--- src/rtl/wake_pkg.sv ---
package wake_pkg;

    // ---------------------------------------------------------------
    // register map (byte addresses on APB)
    // ---------------------------------------------------------------
    localparam logic [7:0] OFS_PIE_ONE = 8'h00;
    localparam logic [7:0] OFS_CORE_CTRL = 8'h04;
    localparam logic [7:0] OFS_PWR_STATUS = 8'h08;
    localparam logic [7:0] OFS_WDOG = 8'h0C;
    localparam logic [7:0] OFS_IRQ_STATUS = 8'h10;
    localparam logic [7:0] OFS_IRQ_MASK = 8'h14;
    localparam logic [7:0] OFS_CORE_FLAGS = 8'h18;

    // ---------------------------------------------------------------
    // field positions
    // ---------------------------------------------------------------
    localparam int CTRL_GIE_BIT = 1;
    localparam int CTRL_PERIPHERAL_IRQ_GATE_BIT = 0;
    localparam int STAT_TO_BIT = 1;
    localparam int STAT_PD_BIT = 0;
    localparam int EV_NOP_BIT = 0;
    localparam int EV_SLEEP_BIT = 1;
    localparam int EV_WAKE_BIT = 2;
    localparam int EV_WDOG_BIT = 3;

    // ---------------------------------------------------------------
    // reset values and counts
    // ---------------------------------------------------------------
    localparam logic [7:0] PIE_ONE_RESET = 8'h00;
    localparam logic [1:0] CTRL_RESET = 2'h0;
    localparam logic [1:0] PWR_STATUS_RESET = 2'h3;
    localparam logic [3:0] IRQ_RESET = 4'h0;
    localparam logic [7:0] PRESCALE_RESET = 8'h00;
    localparam logic [15:0] WDOG_RESET = 16'h0000;
    localparam logic [7:0] PRESCALE_LAST = 8'hFF;
    localparam int SYNC_STAGES = 3;

    typedef enum logic [1:0] {
        ST_RUN = 2'b00,
        ST_HALT_EXEC = 2'b01,
        ST_HALTED = 2'b11
    } core_state_t;

    typedef struct packed {
        logic [7:0] periph;
        logic [2:0] core;
    } irq_flags_t;

    typedef struct packed {
        logic nop;
        logic sleep;
        logic wake;
        logic wdog;
    } wake_events_t;

    function automatic logic [31:0] pad8(input logic [7:0] v);
        return {24'h000000, v};
    endfunction

endpackage

--- src/rtl/interrupt_wake_control.sv ---
// Our own choices: the APB interface to the registers and the register offsets.
`timescale 1ns/1ps
module interrupt_wake_control
    import wake_pkg::*;
(
    input wire logic CLK,
    input wire logic RST_N,
    input wire logic PSEL,
    input wire logic PENABLE,
    input wire logic PWRITE,
    input wire logic [7:0] PADDR,
    input wire logic [31:0] PWDATA,
    output logic [31:0] PRDATA,
    output logic PREADY,
    output logic PSLVERR,
    input wire logic [7:0] PERIPH_FLAGS,
    input wire logic [2:0] CORE_FLAGS,
    input wire logic [2:0] CORE_ENABLES,
    input wire logic HALT_REQ,
    input wire logic WDOG_CLEAR,
    output logic HALTED,
    output logic HALT_DONE,
    output logic WAKE_VECTOR,
    output logic WAKE_INLINE,
    output logic WDOG_EXPIRED,
    output logic IRQ
);
    // ---------------------------------------------------------------
    // registers
    // ---------------------------------------------------------------
    logic [7:0] pie_one_q;
    logic [1:0] ctrl_q;
    logic [1:0] pwr_status_q, pwr_status_d;
    logic [7:0] prescale_q, prescale_d;
    logic [15:0] wdog_q, wdog_d;
    logic [3:0] irq_status_q, irq_status_d, irq_mask_q;
    core_state_t state_q, state_d;
    logic [31:0] prdata_q;
    logic pready_q, pslverr_q;
    logic halted_q, halt_done_q, wake_vec_q, wake_inl_q, wexp_q, irq_q;

    // ---------------------------------------------------------------
    // flag capture
    // ---------------------------------------------------------------
    irq_flags_t flags;
    logic [10:0] flags_raw;

    assign flags_raw = {PERIPH_FLAGS, CORE_FLAGS};

    flag_sync #(.WIDTH(11)) u_sync (
        .clk(CLK),
        .rst_n(RST_N),
        .async_in(flags_raw),
        .level_out(flags)
    );

    // ---------------------------------------------------------------
    // per-source pending: one enable bit gates one flag bit
    // ---------------------------------------------------------------
    logic [7:0] periph_hit;
    logic [2:0] core_hit;

    genvar gi;
    generate
        for (gi = 0; gi < 8; gi++) begin : g_periph
            assign periph_hit[gi] = pie_one_q[gi] & flags.periph[gi];
        end
        // core sources bypass the peripheral gate
        for (gi = 0; gi < 3; gi++) begin : g_core
            assign core_hit[gi] = CORE_ENABLES[gi] & flags.core[gi];
        end
    endgenerate

    // ---------------------------------------------------------------
    // wake condition
    // ---------------------------------------------------------------
    logic periph_pending, core_pending, wake_pending;
    logic global_irq_dispatch_enable, peripheral_irq_gate;

    assign global_irq_dispatch_enable = ctrl_q[CTRL_GIE_BIT];
    assign peripheral_irq_gate = ctrl_q[CTRL_PERIPHERAL_IRQ_GATE_BIT];
    assign periph_pending = peripheral_irq_gate & |periph_hit;
    assign core_pending = |core_hit;
    assign wake_pending = periph_pending | core_pending;

    // ---------------------------------------------------------------
    // halt sequencer
    // ---------------------------------------------------------------
    wake_events_t ev;
    logic take_halt, halt_as_nop, halt_complete, wake_now;
    logic prescale_wrap;

    assign take_halt = (state_q == ST_RUN) & HALT_REQ;
    assign halt_as_nop = take_halt & wake_pending;
    // a wake that shows up while the halt is executing does not abort it
    assign halt_complete = state_q == ST_HALT_EXEC;
    assign wake_now = (state_q == ST_HALTED) & wake_pending;
    assign prescale_wrap = prescale_q == PRESCALE_LAST;

    always_comb begin
        state_d = state_q;
        case (state_q)
            ST_RUN: begin
                if (take_halt && !wake_pending) begin
                    state_d = ST_HALT_EXEC;
                end
            end
            ST_HALT_EXEC: begin
                // completion re-checks flags so a late wake exits at once
                state_d = wake_pending ? ST_RUN : ST_HALTED;
            end
            ST_HALTED: begin
                if (wake_pending) begin
                    state_d = ST_RUN;
                end
            end
            default: state_d = ST_RUN;
        endcase
    end

    assign ev.nop = halt_as_nop;
    assign ev.sleep = halt_complete;
    assign ev.wake = wake_now | (halt_complete & wake_pending);
    assign ev.wdog = prescale_wrap & (&wdog_q);

    // ---------------------------------------------------------------
    // watchdog and status
    // ---------------------------------------------------------------
    always_comb begin
        prescale_d = prescale_q + 8'h01;
        wdog_d = prescale_wrap ? wdog_q + 16'h0001 : wdog_q;
        pwr_status_d = pwr_status_q;
        if (halt_complete || WDOG_CLEAR) begin
            prescale_d = PRESCALE_RESET;
            wdog_d = WDOG_RESET;
        end
        if (halt_complete) begin
            pwr_status_d[STAT_TO_BIT] = 1'b1;
            pwr_status_d[STAT_PD_BIT] = 1'b0;
        end
        if (ev.wdog) begin
            pwr_status_d[STAT_TO_BIT] = 1'b0;
        end
        // a no-op halt holds both counters and the power status bits for that cycle
        if (halt_as_nop) begin
            prescale_d = prescale_q;
            wdog_d = wdog_q;
            pwr_status_d = pwr_status_q;
        end
    end

    // ---------------------------------------------------------------
    // APB slave: zero-wait, unmapped reads zero and flag slverr
    // ---------------------------------------------------------------
    logic setup, wr_acc, hit;
    logic [31:0] rd_mux;

    assign setup = PSEL & ~PENABLE;
    assign wr_acc = PSEL & PENABLE & PWRITE & pready_q;
    assign hit = PADDR == OFS_PIE_ONE || PADDR == OFS_CORE_CTRL ||
        PADDR == OFS_PWR_STATUS || PADDR == OFS_WDOG ||
        PADDR == OFS_IRQ_STATUS || PADDR == OFS_IRQ_MASK ||
        PADDR == OFS_CORE_FLAGS;

    // one compare shared by every write strobe
    function automatic logic reg_at(input logic [7:0] addr, input logic [7:0] ofs);
        return addr == ofs;
    endfunction

    logic wr_pie, wr_ctrl, wr_mask, wr_status;

    assign wr_pie = wr_acc & reg_at(PADDR, OFS_PIE_ONE);
    assign wr_ctrl = wr_acc & reg_at(PADDR, OFS_CORE_CTRL);
    assign wr_mask = wr_acc & reg_at(PADDR, OFS_IRQ_MASK);
    assign wr_status = wr_acc & reg_at(PADDR, OFS_IRQ_STATUS);

    logic pready_d, pslverr_d;
    logic [31:0] prdata_d;

    assign pready_d = setup;
    assign pslverr_d = setup & ~hit;
    // writes read back as zero so a stale value never looks like an answer
    assign prdata_d = PWRITE ? 32'h00000000 : rd_mux;

    always_comb begin
        case (PADDR)
            OFS_PIE_ONE: rd_mux = pad8(pie_one_q);
            OFS_CORE_CTRL: rd_mux = pad8({6'h00, ctrl_q});
            // software checks powerdown here after a halt
            OFS_PWR_STATUS: rd_mux = pad8({6'h00, pwr_status_q});
            OFS_WDOG: rd_mux = {8'h00, wdog_q, prescale_q};
            OFS_IRQ_STATUS: rd_mux = pad8({4'h0, irq_status_q});
            OFS_IRQ_MASK: rd_mux = pad8({4'h0, irq_mask_q});
            OFS_CORE_FLAGS: rd_mux = pad8({4'h0, state_q, wake_pending, 1'b0});
            default: rd_mux = 32'h00000000;
        endcase
    end

    logic [3:0] status_clr, status_set;

    assign status_clr = wr_status ? PWDATA[3:0] : 4'h0;
    assign status_set = {ev.wdog, ev.wake, ev.sleep, ev.nop};
    // set wins over a write-one clear in the same cycle
    assign irq_status_d = (irq_status_q & ~status_clr) | status_set;

    always_ff @(posedge CLK or negedge RST_N) begin
        if (!RST_N) begin
            pie_one_q <= PIE_ONE_RESET;
            ctrl_q <= CTRL_RESET;
            irq_mask_q <= IRQ_RESET;
            prdata_q <= 32'h00000000;
            pready_q <= 1'b0;
            pslverr_q <= 1'b0;
        end else begin
            pready_q <= pready_d;
            pslverr_q <= pslverr_d;
            if (setup) begin
                prdata_q <= prdata_d;
            end
            if (wr_pie) begin
                pie_one_q <= PWDATA[7:0];
            end
            if (wr_ctrl) begin
                ctrl_q <= PWDATA[1:0];
            end
            if (wr_mask) begin
                irq_mask_q <= PWDATA[3:0];
            end
        end
    end

    always_ff @(posedge CLK or negedge RST_N) begin
        if (!RST_N) begin
            state_q <= ST_RUN;
            pwr_status_q <= PWR_STATUS_RESET;
            prescale_q <= PRESCALE_RESET;
            wdog_q <= WDOG_RESET;
            irq_status_q <= IRQ_RESET;
        end else begin
            state_q <= state_d;
            pwr_status_q <= pwr_status_d;
            prescale_q <= prescale_d;
            wdog_q <= wdog_d;
            irq_status_q <= irq_status_d;
        end
    end

    // ---------------------------------------------------------------
    // output next values
    // ---------------------------------------------------------------
    logic halted_d, halt_done_d, wake_vec_d, wake_inl_d, irq_d;

    assign halted_d = state_d != ST_RUN;
    assign halt_done_d = halt_as_nop | halt_complete;
    // dispatch is looked at on the waking cycle, not when the halt began
    assign wake_vec_d = ev.wake & global_irq_dispatch_enable;
    assign wake_inl_d = ev.wake & ~global_irq_dispatch_enable;
    assign irq_d = |(irq_status_d & irq_mask_q);

    // ---------------------------------------------------------------
    // registered outputs
    // ---------------------------------------------------------------
    always_ff @(posedge CLK or negedge RST_N) begin
        if (!RST_N) begin
            halted_q <= 1'b0;
            halt_done_q <= 1'b0;
            wake_vec_q <= 1'b0;
            wake_inl_q <= 1'b0;
            wexp_q <= 1'b0;
            irq_q <= 1'b0;
        end else begin
            halted_q <= halted_d;
            halt_done_q <= halt_done_d;
            wake_vec_q <= wake_vec_d;
            wake_inl_q <= wake_inl_d;
            wexp_q <= ev.wdog;
            irq_q <= irq_d;
        end
    end

    assign PRDATA = prdata_q;
    assign PREADY = pready_q;
    assign PSLVERR = pslverr_q;
    assign HALTED = halted_q;
    assign HALT_DONE = halt_done_q;
    assign WAKE_VECTOR = wake_vec_q;
    assign WAKE_INLINE = wake_inl_q;
    assign WDOG_EXPIRED = wexp_q;
    assign IRQ = irq_q;
endmodule

--- src/rtl/flag_sync.sv ---
`timescale 1ns/1ps
module flag_sync
    import wake_pkg::*;
#(
    parameter int WIDTH = 8
) (
    input wire logic clk,
    input wire logic rst_n,
    input wire logic [WIDTH-1:0] async_in,
    output logic [WIDTH-1:0] level_out
);
    // ---------------------------------------------------------------
    // three-stage capture; a change counts once stages two and three agree
    // ---------------------------------------------------------------
    logic [WIDTH-1:0] s1_q, s2_q, s3_q, lvl_q;

    always_ff @(posedge clk or negedge rst_n) begin
        if (!rst_n) begin
            s1_q <= '0;
            s2_q <= '0;
            s3_q <= '0;
            lvl_q <= '0;
        end else begin
            s1_q <= async_in;
            s2_q <= s1_q;
            s3_q <= s2_q;
            lvl_q <= (s2_q & s3_q) | (lvl_q & (s2_q | s3_q));
        end
    end

    assign level_out = lvl_q;
endmodule

--- config.mk ---
export PLATFORM = sky130hd
export DESIGN_NAME = interrupt_wake_control
export DESIGN_NICKNAME = d
export VERILOG_FILES = /design/src/rtl/wake_pkg.sv /design/src/rtl/interrupt_wake_control.sv /design/src/rtl/flag_sync.sv
export SDC_FILE = /design/constraint.sdc
export NUM_CORES = 1
export LEC_CHECK = 0
export BUFFER_PORTS_ARGS = -buffer_cell sky130_fd_sc_hd__buf_2
export CAP_MARGIN = 20
export CORE_UTILIZATION = 46
export CTS_CLUSTER_DIAMETER = 120
export DETAILED_ROUTE_END_ITERATION = 10
export GPL_ROUTABILITY_DRIVEN = 1
export HOLD_SLACK_MARGIN = 0.08
export PLACE_DENSITY = 0.69
export RECOVER_POWER = 50
export SLEW_MARGIN = 20
export SYNTH_ARGS = -nofsm -noshare
export SYNTH_HDL_FRONTEND = slang
export SYNTH_SLANG_ARGS = --single-unit
--- constraint.sdc ---
create_clock -name CLK -period 5.7 [get_ports CLK]
set_input_delay 1.14 -clock CLK [delete_from_list [all_inputs] [get_ports CLK]]
set_output_delay 1.14 -clock CLK [all_outputs]
set_load 0.005 [all_outputs]
==> summary.md, run 1 <==
| Metric | Value |
|---|---|
| Filler instances | 857 |
| Worst path arrival time | 3.45 ns |
| Hold buffer count at CTS | 0 |
| Final setup violation count | 0 |
| Clock Path Buffers | 2 |
| Gate Count Post-Synth | 415 |
| RSZ-0062 raised after global routing | no |
| Worst R2R Start | u_sync.level_out[0] |
| Routed WL | 10.72 mm |
| HPWL after detailed placement | 7.027 mm |
| Initial DRT Pass Iterations | 5 |
| Crit path max fanout | 16 |
| Die Width | 106.7 microns |
| Achievable frequency | 321.1 MHz |
| Commonest cells after routing, fill and taps aside | 120 x dfrtp_1, 67 x buf_2, 25 x nand2_1, 21 x a21oi_1, 18 x a22o_1 |
| Final max-slew violation count | 0 |
| Min-delay src | u_sync.s1_q[3] |
| Critical path type | input port to flip-flop |
| Worst setup SP type | input port |
| Leakage power total | 2.813 nW |
| Slew margin rel. | 16.79% |
| Global-route usage over all layers | 20.83% |
| Slew @ Worst Pin | 1.248 ns |
| Pre-CTS WS | 2.154 ns |
| Area leader, netlist | dfrtp_1 |
| Area grow syn2layout | 21.05% |
| Via Count | 3622 |
| Post-synth ARST share | 100.0% |
| Final hold vios | 0 |
| Max Cap Violations | 0 |
| Initial core utilization | 48.23% |
| Detailed Route Iter0 Violations | 291 |
| Die Height | 106.7 microns |
| Post-synth EDFFs | 0 |
| Yosys reg bits | 122 |
| Syn avg cell area | 12.16 sq um |
| Worst skew pair latency | 0.51 ns |
| Leading cell type in the layout, fill and taps excluded | dfrtp_1 |
| Clk sinks | 122 |
| Critical path endpoint category | flip-flop |
| Netlist cell types | 58 |
| Row Count | 37 |
| DRC violations left | 0 |
| Layout cells sized above 1 | 23.40% |
| Post-cts sizing count | 0 |
| # diodes | 0 |
| Initial antenna violation count | 0 |
| Post-Syn Area | 0.005046 sq mm |
| CTS clock-pin slew for the worst setup and hold paths | 0.06 ns |
| Nets | 550 |
| Total gr overflow | 0 |
| TritonCTS clock tree | yes |
| Final period utilization | 54.64% |
| Routability Congestion | 0.8535 |
| Post-DR vias/cell | 5.695 |
| Top cells by area, synth | dfrtp_1 60%, a22o_1 3.1%, mux2_1 2.7% |
| Crit path from | CORE_ENABLES[0] |
| Post-synth top flop | dfrtp_1 |
| Utilization after layout | 58.38% |
| Skew final | 0.01049 ns |
| CTS Buf Count | 17 |
| Outcome | finished, final reports clean |
| Setup slack after layout | 2.586 ns |
| Worst endpoint required time | 6.04 ns |
| Global-route wire length before repair | 17.98 mm |
| Worst vdd ir | 0.0002016 V |
| Crit path time final | 3.114 ns |
| Class of the worst hold path | flip-flop to flip-flop |
| Die area | 0.01139 sq mm |
| Pin count of the biggest net entering global routing | 81 |
| Clock root buffer | clkbuf_8 |
| Floorplan core area | 0.01046 sq mm |
| H-tree Lvls | 4 |
| Vias in the first global route | 3529 |
| Sequential cell area fraction in the yosys report | 60.55% |
| Postcts setup bufs | 0 |
| Top-area cell type share of the netlist area | 59.51% |
| Yosys warning total | 0 |
| Cell Pwr Density | 348.0 mW/mm^2 |
| Setup TNS Final | 0 ns |
| Drt wl/cell | 16.85 microns |
| Buffers on Ports | 68 |
| I/O pin total | 101 |
| Post-route ant nets | 0 |
logic make-up after synthesis:
kind of cell               Yosys count  synth area share [%]
AOI/OAI and AO/OA                   98                 14.26
buffers and inverters               36                 3.496
muxes                               25                 5.852
other                                1               0.07431
adders and majority gates           13                 2.678
and+or+nand+nor                    120                 13.09
DFF                                122                 60.55
registers in the layout (all words and copies together) (netlist names), 2 cells and up:
name,count
u_sync.level_out,11
PRDATA,24
pwr_status_q,2
state_q,2
u_sync.s1_q,11
irq_mask_q,4
ctrl_q,2
prescale_q,8
irq_status_q,4
pie_one_q,8
u_sync.s2_q,11
u_sync.s3_q,11
wdog_q,16
final timing paths:
path	end	slack (ns)	depth (start not counted)
worst max-delay path	prescale_q[6]	2.59	7
worst min-delay path	u_sync.s2_q[3]	0.35	0
worst max register to register	prescale_q[6]	2.91	6
worst min register to register	u_sync.s2_q[3]	0.35	0
max in group asynchronous	PRDATA[20]	3.35	3
min in group asynchronous	u_sync.s1_q[1]	0.88	1
final cells by class:
class                      count  area, sq um  area share [%]
multi-input combinational    264         1847           30.23
clock buffer                  18        417.9           6.841
timing repair buffer          73        396.6           6.493
inverter                       9        33.78          0.5531
sequential                   122         3055           50.02
tap                          136        170.2           2.786
clock inverter                14        187.7           3.073
per-layer routing:
layer  up-vias  wire length, microns  global-route usage, %
met5         -                     0                      0
li1       1692                     -                      -
met4         0                   126                  8.513
met1      1787                  4857                  29.38
met3        12                   682                  4.316
met2       131                  5049                  31.52
power by group:
part | switching [W] | internal [W] | leakage (nW)
sequential | 0.0000219 | 0.000896 | 1.57
clock | 0.000409 | 0.000677 | 0.286
combinational | 0.0000804 | 0.0000413 | 0.961
cells in the mapped netlist (all sizes together) (2+ instances only):
cell type  count
a21oi         21
a32o           3
o31ai         13
mux2i          7
a221o          6
or4           14
nand2         25
ha             2
dfrtp        120
a22o          18
o21ai         13
and4           3
buf           14
dfstp          2
o31a           2
inv            8
and2           5
maj3          11
a22oi          5
or3            2
nor4           6
a31oi          2
and3           5
mux2          16
clkbuf        13
o21bai         6
or2            4
nor3           7
nand3         15
nand4b         2
nand2b         5
nand4          6
mux4           2
nor2          18
critical path, cell delays in order:
cell      delay (ns)
buf_2           0.09
a222oi_1        0.57
nor3_1          0.16
buf_4           0.22
nand2b_1        0.33
nor2_1          0.82
a21oi_1         0.11
per-stage QoR:
step	hold WS, ns	cell area [sq um]	power (W)	instances
after detailed placement	0.3347	5479	0.001053	603
after global placement	0.3315	5479	0.001047	603
after CTS	0.3484	6085	0.002145	635
final	0.3464	6108	0.002126	636
after floorplan	0.3312	5072	0.0009994	422
after global routing	0.3571	6108	0.002201	636
Power figures use the tool's default switching activity.
==> inputs of run 2 (changes only) <==
--- a/config.mk
+++ b/config.mk
@@ -5,6 +5,7 @@
 export SDC_FILE = /design/constraint.sdc
 export NUM_CORES = 1
 export LEC_CHECK = 0
+export ABC_AREA = 1
 export BUFFER_PORTS_ARGS = -buffer_cell sky130_fd_sc_hd__buf_2
 export CAP_MARGIN = 20
 export CORE_UTILIZATION = 46
@@ -12,7 +13,7 @@
 export DETAILED_ROUTE_END_ITERATION = 10
 export GPL_ROUTABILITY_DRIVEN = 1
 export HOLD_SLACK_MARGIN = 0.08
-export PLACE_DENSITY = 0.69
+export PLACE_DENSITY = 0.71
 export RECOVER_POWER = 50
 export SLEW_MARGIN = 20
 export SYNTH_ARGS = -nofsm -noshare
==> constraint.sdc (replaced) <==
create_clock -name CLK -period 2.76 [get_ports CLK]
set_input_delay 0.552 -clock CLK [delete_from_list [all_inputs] [get_ports CLK]]
set_output_delay 0.552 -clock CLK [all_outputs]
set_load 0.005 [all_outputs]
==> summary.md, run 2 <==
| Metric | Value |
|---|---|
| Power, Total | 0.004447 W |
| Initial DRT Pass Iterations | 5 |
| Gate Count Post-Synth | 563 |
| Class of the worst hold path | input port to async pin |
| Final max-slew violation count | 0 |
| Nets | 706 |
| Die area | 0.01178 sq mm |
| Worst Reg-to-Reg Cells | 8 |
| Max Cap Violations | 0 |
| Worst skew pair latency | 0.41 ns |
| Drt wl/cell | 14.21 microns |
| # diodes | 0 |
| Row Count | 38 |
| Via Count | 4022 |
| Initial antenna violation count | 0 |
| Final Cell Area | 0.006277 sq mm |
| HPWL after detailed placement | 7.976 mm |
| DRC violations left | 0 |
| Commonest cells after routing, fill and taps aside | 163 x nand2_1, 120 x dfrtp_1, 67 x buf_2, 53 x nor2_1, 45 x inv_1 |
| Top-area cell type share of the netlist area | 57.50% |
| Worst vdd ir | 0.0004398 V |
| Setup TNS Final | 0 ns |
| Slew margin rel. | 7.508% |
| Post-route ant nets | 0 |
| Final std cells w/o fill | 796 |
| Skew final | 0.01248 ns |
| I/O pin total | 101 |
| Sequential cell area fraction in the yosys report | 58.51% |
| TritonCTS clock tree | yes |
| Critical path type | flip-flop to flip-flop |
| Post-DR vias/cell | 5.053 |
| Post-synth top flop | dfrtp_1 |
| Reg2reg end | wdog_q[11] |
| Leading cell type in the layout, fill and taps excluded | nand2_1 |
| Flop2flop setup slack | 0.89 ns |
| Global-route usage over all layers | 21.59% |
| Vias in the first global route | 4076 |
| H-tree Lvls | 4 |
| Worst R2R Start | state_q[0] |
| Post-Syn Area | 0.005223 sq mm |
| Crit path time final | 1.869 ns |
| Area after DPL | 0.005678 sq mm |
| Post-Place Cells | 764 |
| Pin count of the biggest net entering global routing | 60 |
| Post-synth EDFFs | 0 |
| Worst path arrival time | 2.14 ns |
| Critical path endpoint category | flip-flop |
| Max reg flops | 24 |
| Synth top cells by count | 163 x nand2_1, 120 x dfrtp_1, 52 x nor2_1, 45 x inv_1, 34 x o21ai_0 |
| Yosys warning total | 0 |
| Top cells by area, synth | dfrtp_1 57%, nand2_1 12%, nor2_1 3.7% |
| Most numerous cell in the Yosys netlist | nand2_1 |
| Worst endpoint required time | 3.04 ns |
| Worst setup SP type | flip-flop |
| Layout cells sized above 1 | 21.04% |
| Crit path from | state_q[0] |
| Netlist cell types | 32 |
| Final setup violation count | 0 |
| Final period utilization | 67.72% |
| CTS clock-pin slew for the worst setup and hold paths | 0.06 ns |
| Floorplan core area | 0.01094 sq mm |
| Crit path max fanout | 22 |
| Detailed Route Iter0 Violations | 312 |
| Syn avg cell area | 9.276 sq um |
| Hold buffer count at CTS | 0 |
| Routed WL | 11.31 mm |
| Total gr overflow | 0 |
| Routability Congestion | 0.9006 |
| Clock Path Buffers | 2 |
| Cell Pwr Density | 708.4 mW/mm^2 |
| Initial core utilization | 47.76% |
| Outcome | finished, final reports clean |
| Buffers on Ports | 68 |
| Clock root buffer | clkbuf_16 |
| Area leader, netlist | dfrtp_1 |
| Die Height | 108.6 microns |
| Postcts setup bufs | 0 |
| Die Width | 108.6 microns |
| Achievable frequency | 535.0 MHz |
| Yosys reg bits | 122 |
| Area grow syn2layout | 20.20% |
| CTS Buf Count | 17 |
| Clk sinks | 122 |
| Final hold vios | 0 |
| Post-synth ARST share | 100.0% |
| Slew @ Worst Pin | 1.387 ns |
| Global-route wire length before repair | 19.21 mm |
| Post-cts sizing count | 0 |
| RSZ-0062 raised after global routing | no |
| Leakage power total | 2.999 nW |
==> run 2: cells by family (layout without fill, tap and decap cells) <==
group / Yosys count / in the layout / synth area share (%)
compound gates: 70 / 70 / 7.547
mux: 4 / 4 / 0.8624
other cells: 1 / 8 / 0.07180
flops: 122 / 122 / 58.51
buf+inv: 70 / 156 / 6.349
simple gates: 271 / 271 / 22.07
fa+ha+maj: 13 / 13 / 2.587
xor+xnor: 12 / 12 / 2.012
==> run 2: area by class of cell <==
type / count / area, sq um
Sequential cell: 122 / 3055
Fill cell: 937 / 4658
Clock inverter: 14 / 187.7
Multi-Input combinational cell: 378 / 1859
Clock buffer: 18 / 429.2
Timing Repair Buffer: 72 / 370.4
Tap cell: 140 / 175.2
Inverter: 52 / 200.2
==> run 2: worst max-delay path by stage <==
stage	endpoint	slack, ns	depth (start not counted)
after CTS	wdog_q[11]	0.90	8
after detailed placement	wdog_q[11]	0.72	9
after floorplan	pie_one_q[5]	1.12	6
final	wdog_q[11]	0.89	8
after global placement	wdog_q[14]	0.82	9
after global routing	wdog_q[15]	0.54	2
==> run 2: per-layer routing <==
metal / vias up / wire, microns / track usage (%)
met5: - / 0 / 0
met4: 0 / 178 / 8.012
met3: 18 / 658 / 5.365
met2: 130 / 5395 / 35.35
met1: 1939 / 5077 / 27.74
li1: 1935 / - / -
==> run 2: critical path: stages, from the launching register on <==
cell and delay [ns]:
dfrtp_1 0.39, inv_2 0.07, nor2_1 0.26, nor2_1 0.07
buf_4 0.20, o21ai_1 0.12, nand2_2 0.16, inv_2 0.30
o21ai_0 0.15
==> run 2: report_power, final <==
| group | internal, W | switching [W] |
|---|---|---|
| Combinational | 0.0000781 | 0.000180 |
| Sequential | 0.00186 | 0.0000491 |
| Clock | 0.00144 | 0.000836 |
| Total | 0.00338 | 0.00107 |
==> run 2: through the flow <==
stage	setup WS (ns)	utilization (%)	hold WS [ns]
finish	0.8909	57.40	0.09909
global route	0.5417	57.40	0.1382
CTS	0.9040	57.56	0.1201
detailed placement	0.7189	51.92	0.3355
global placement	0.8167	51.92	0.3326
floorplan	1.124	-	0.2564
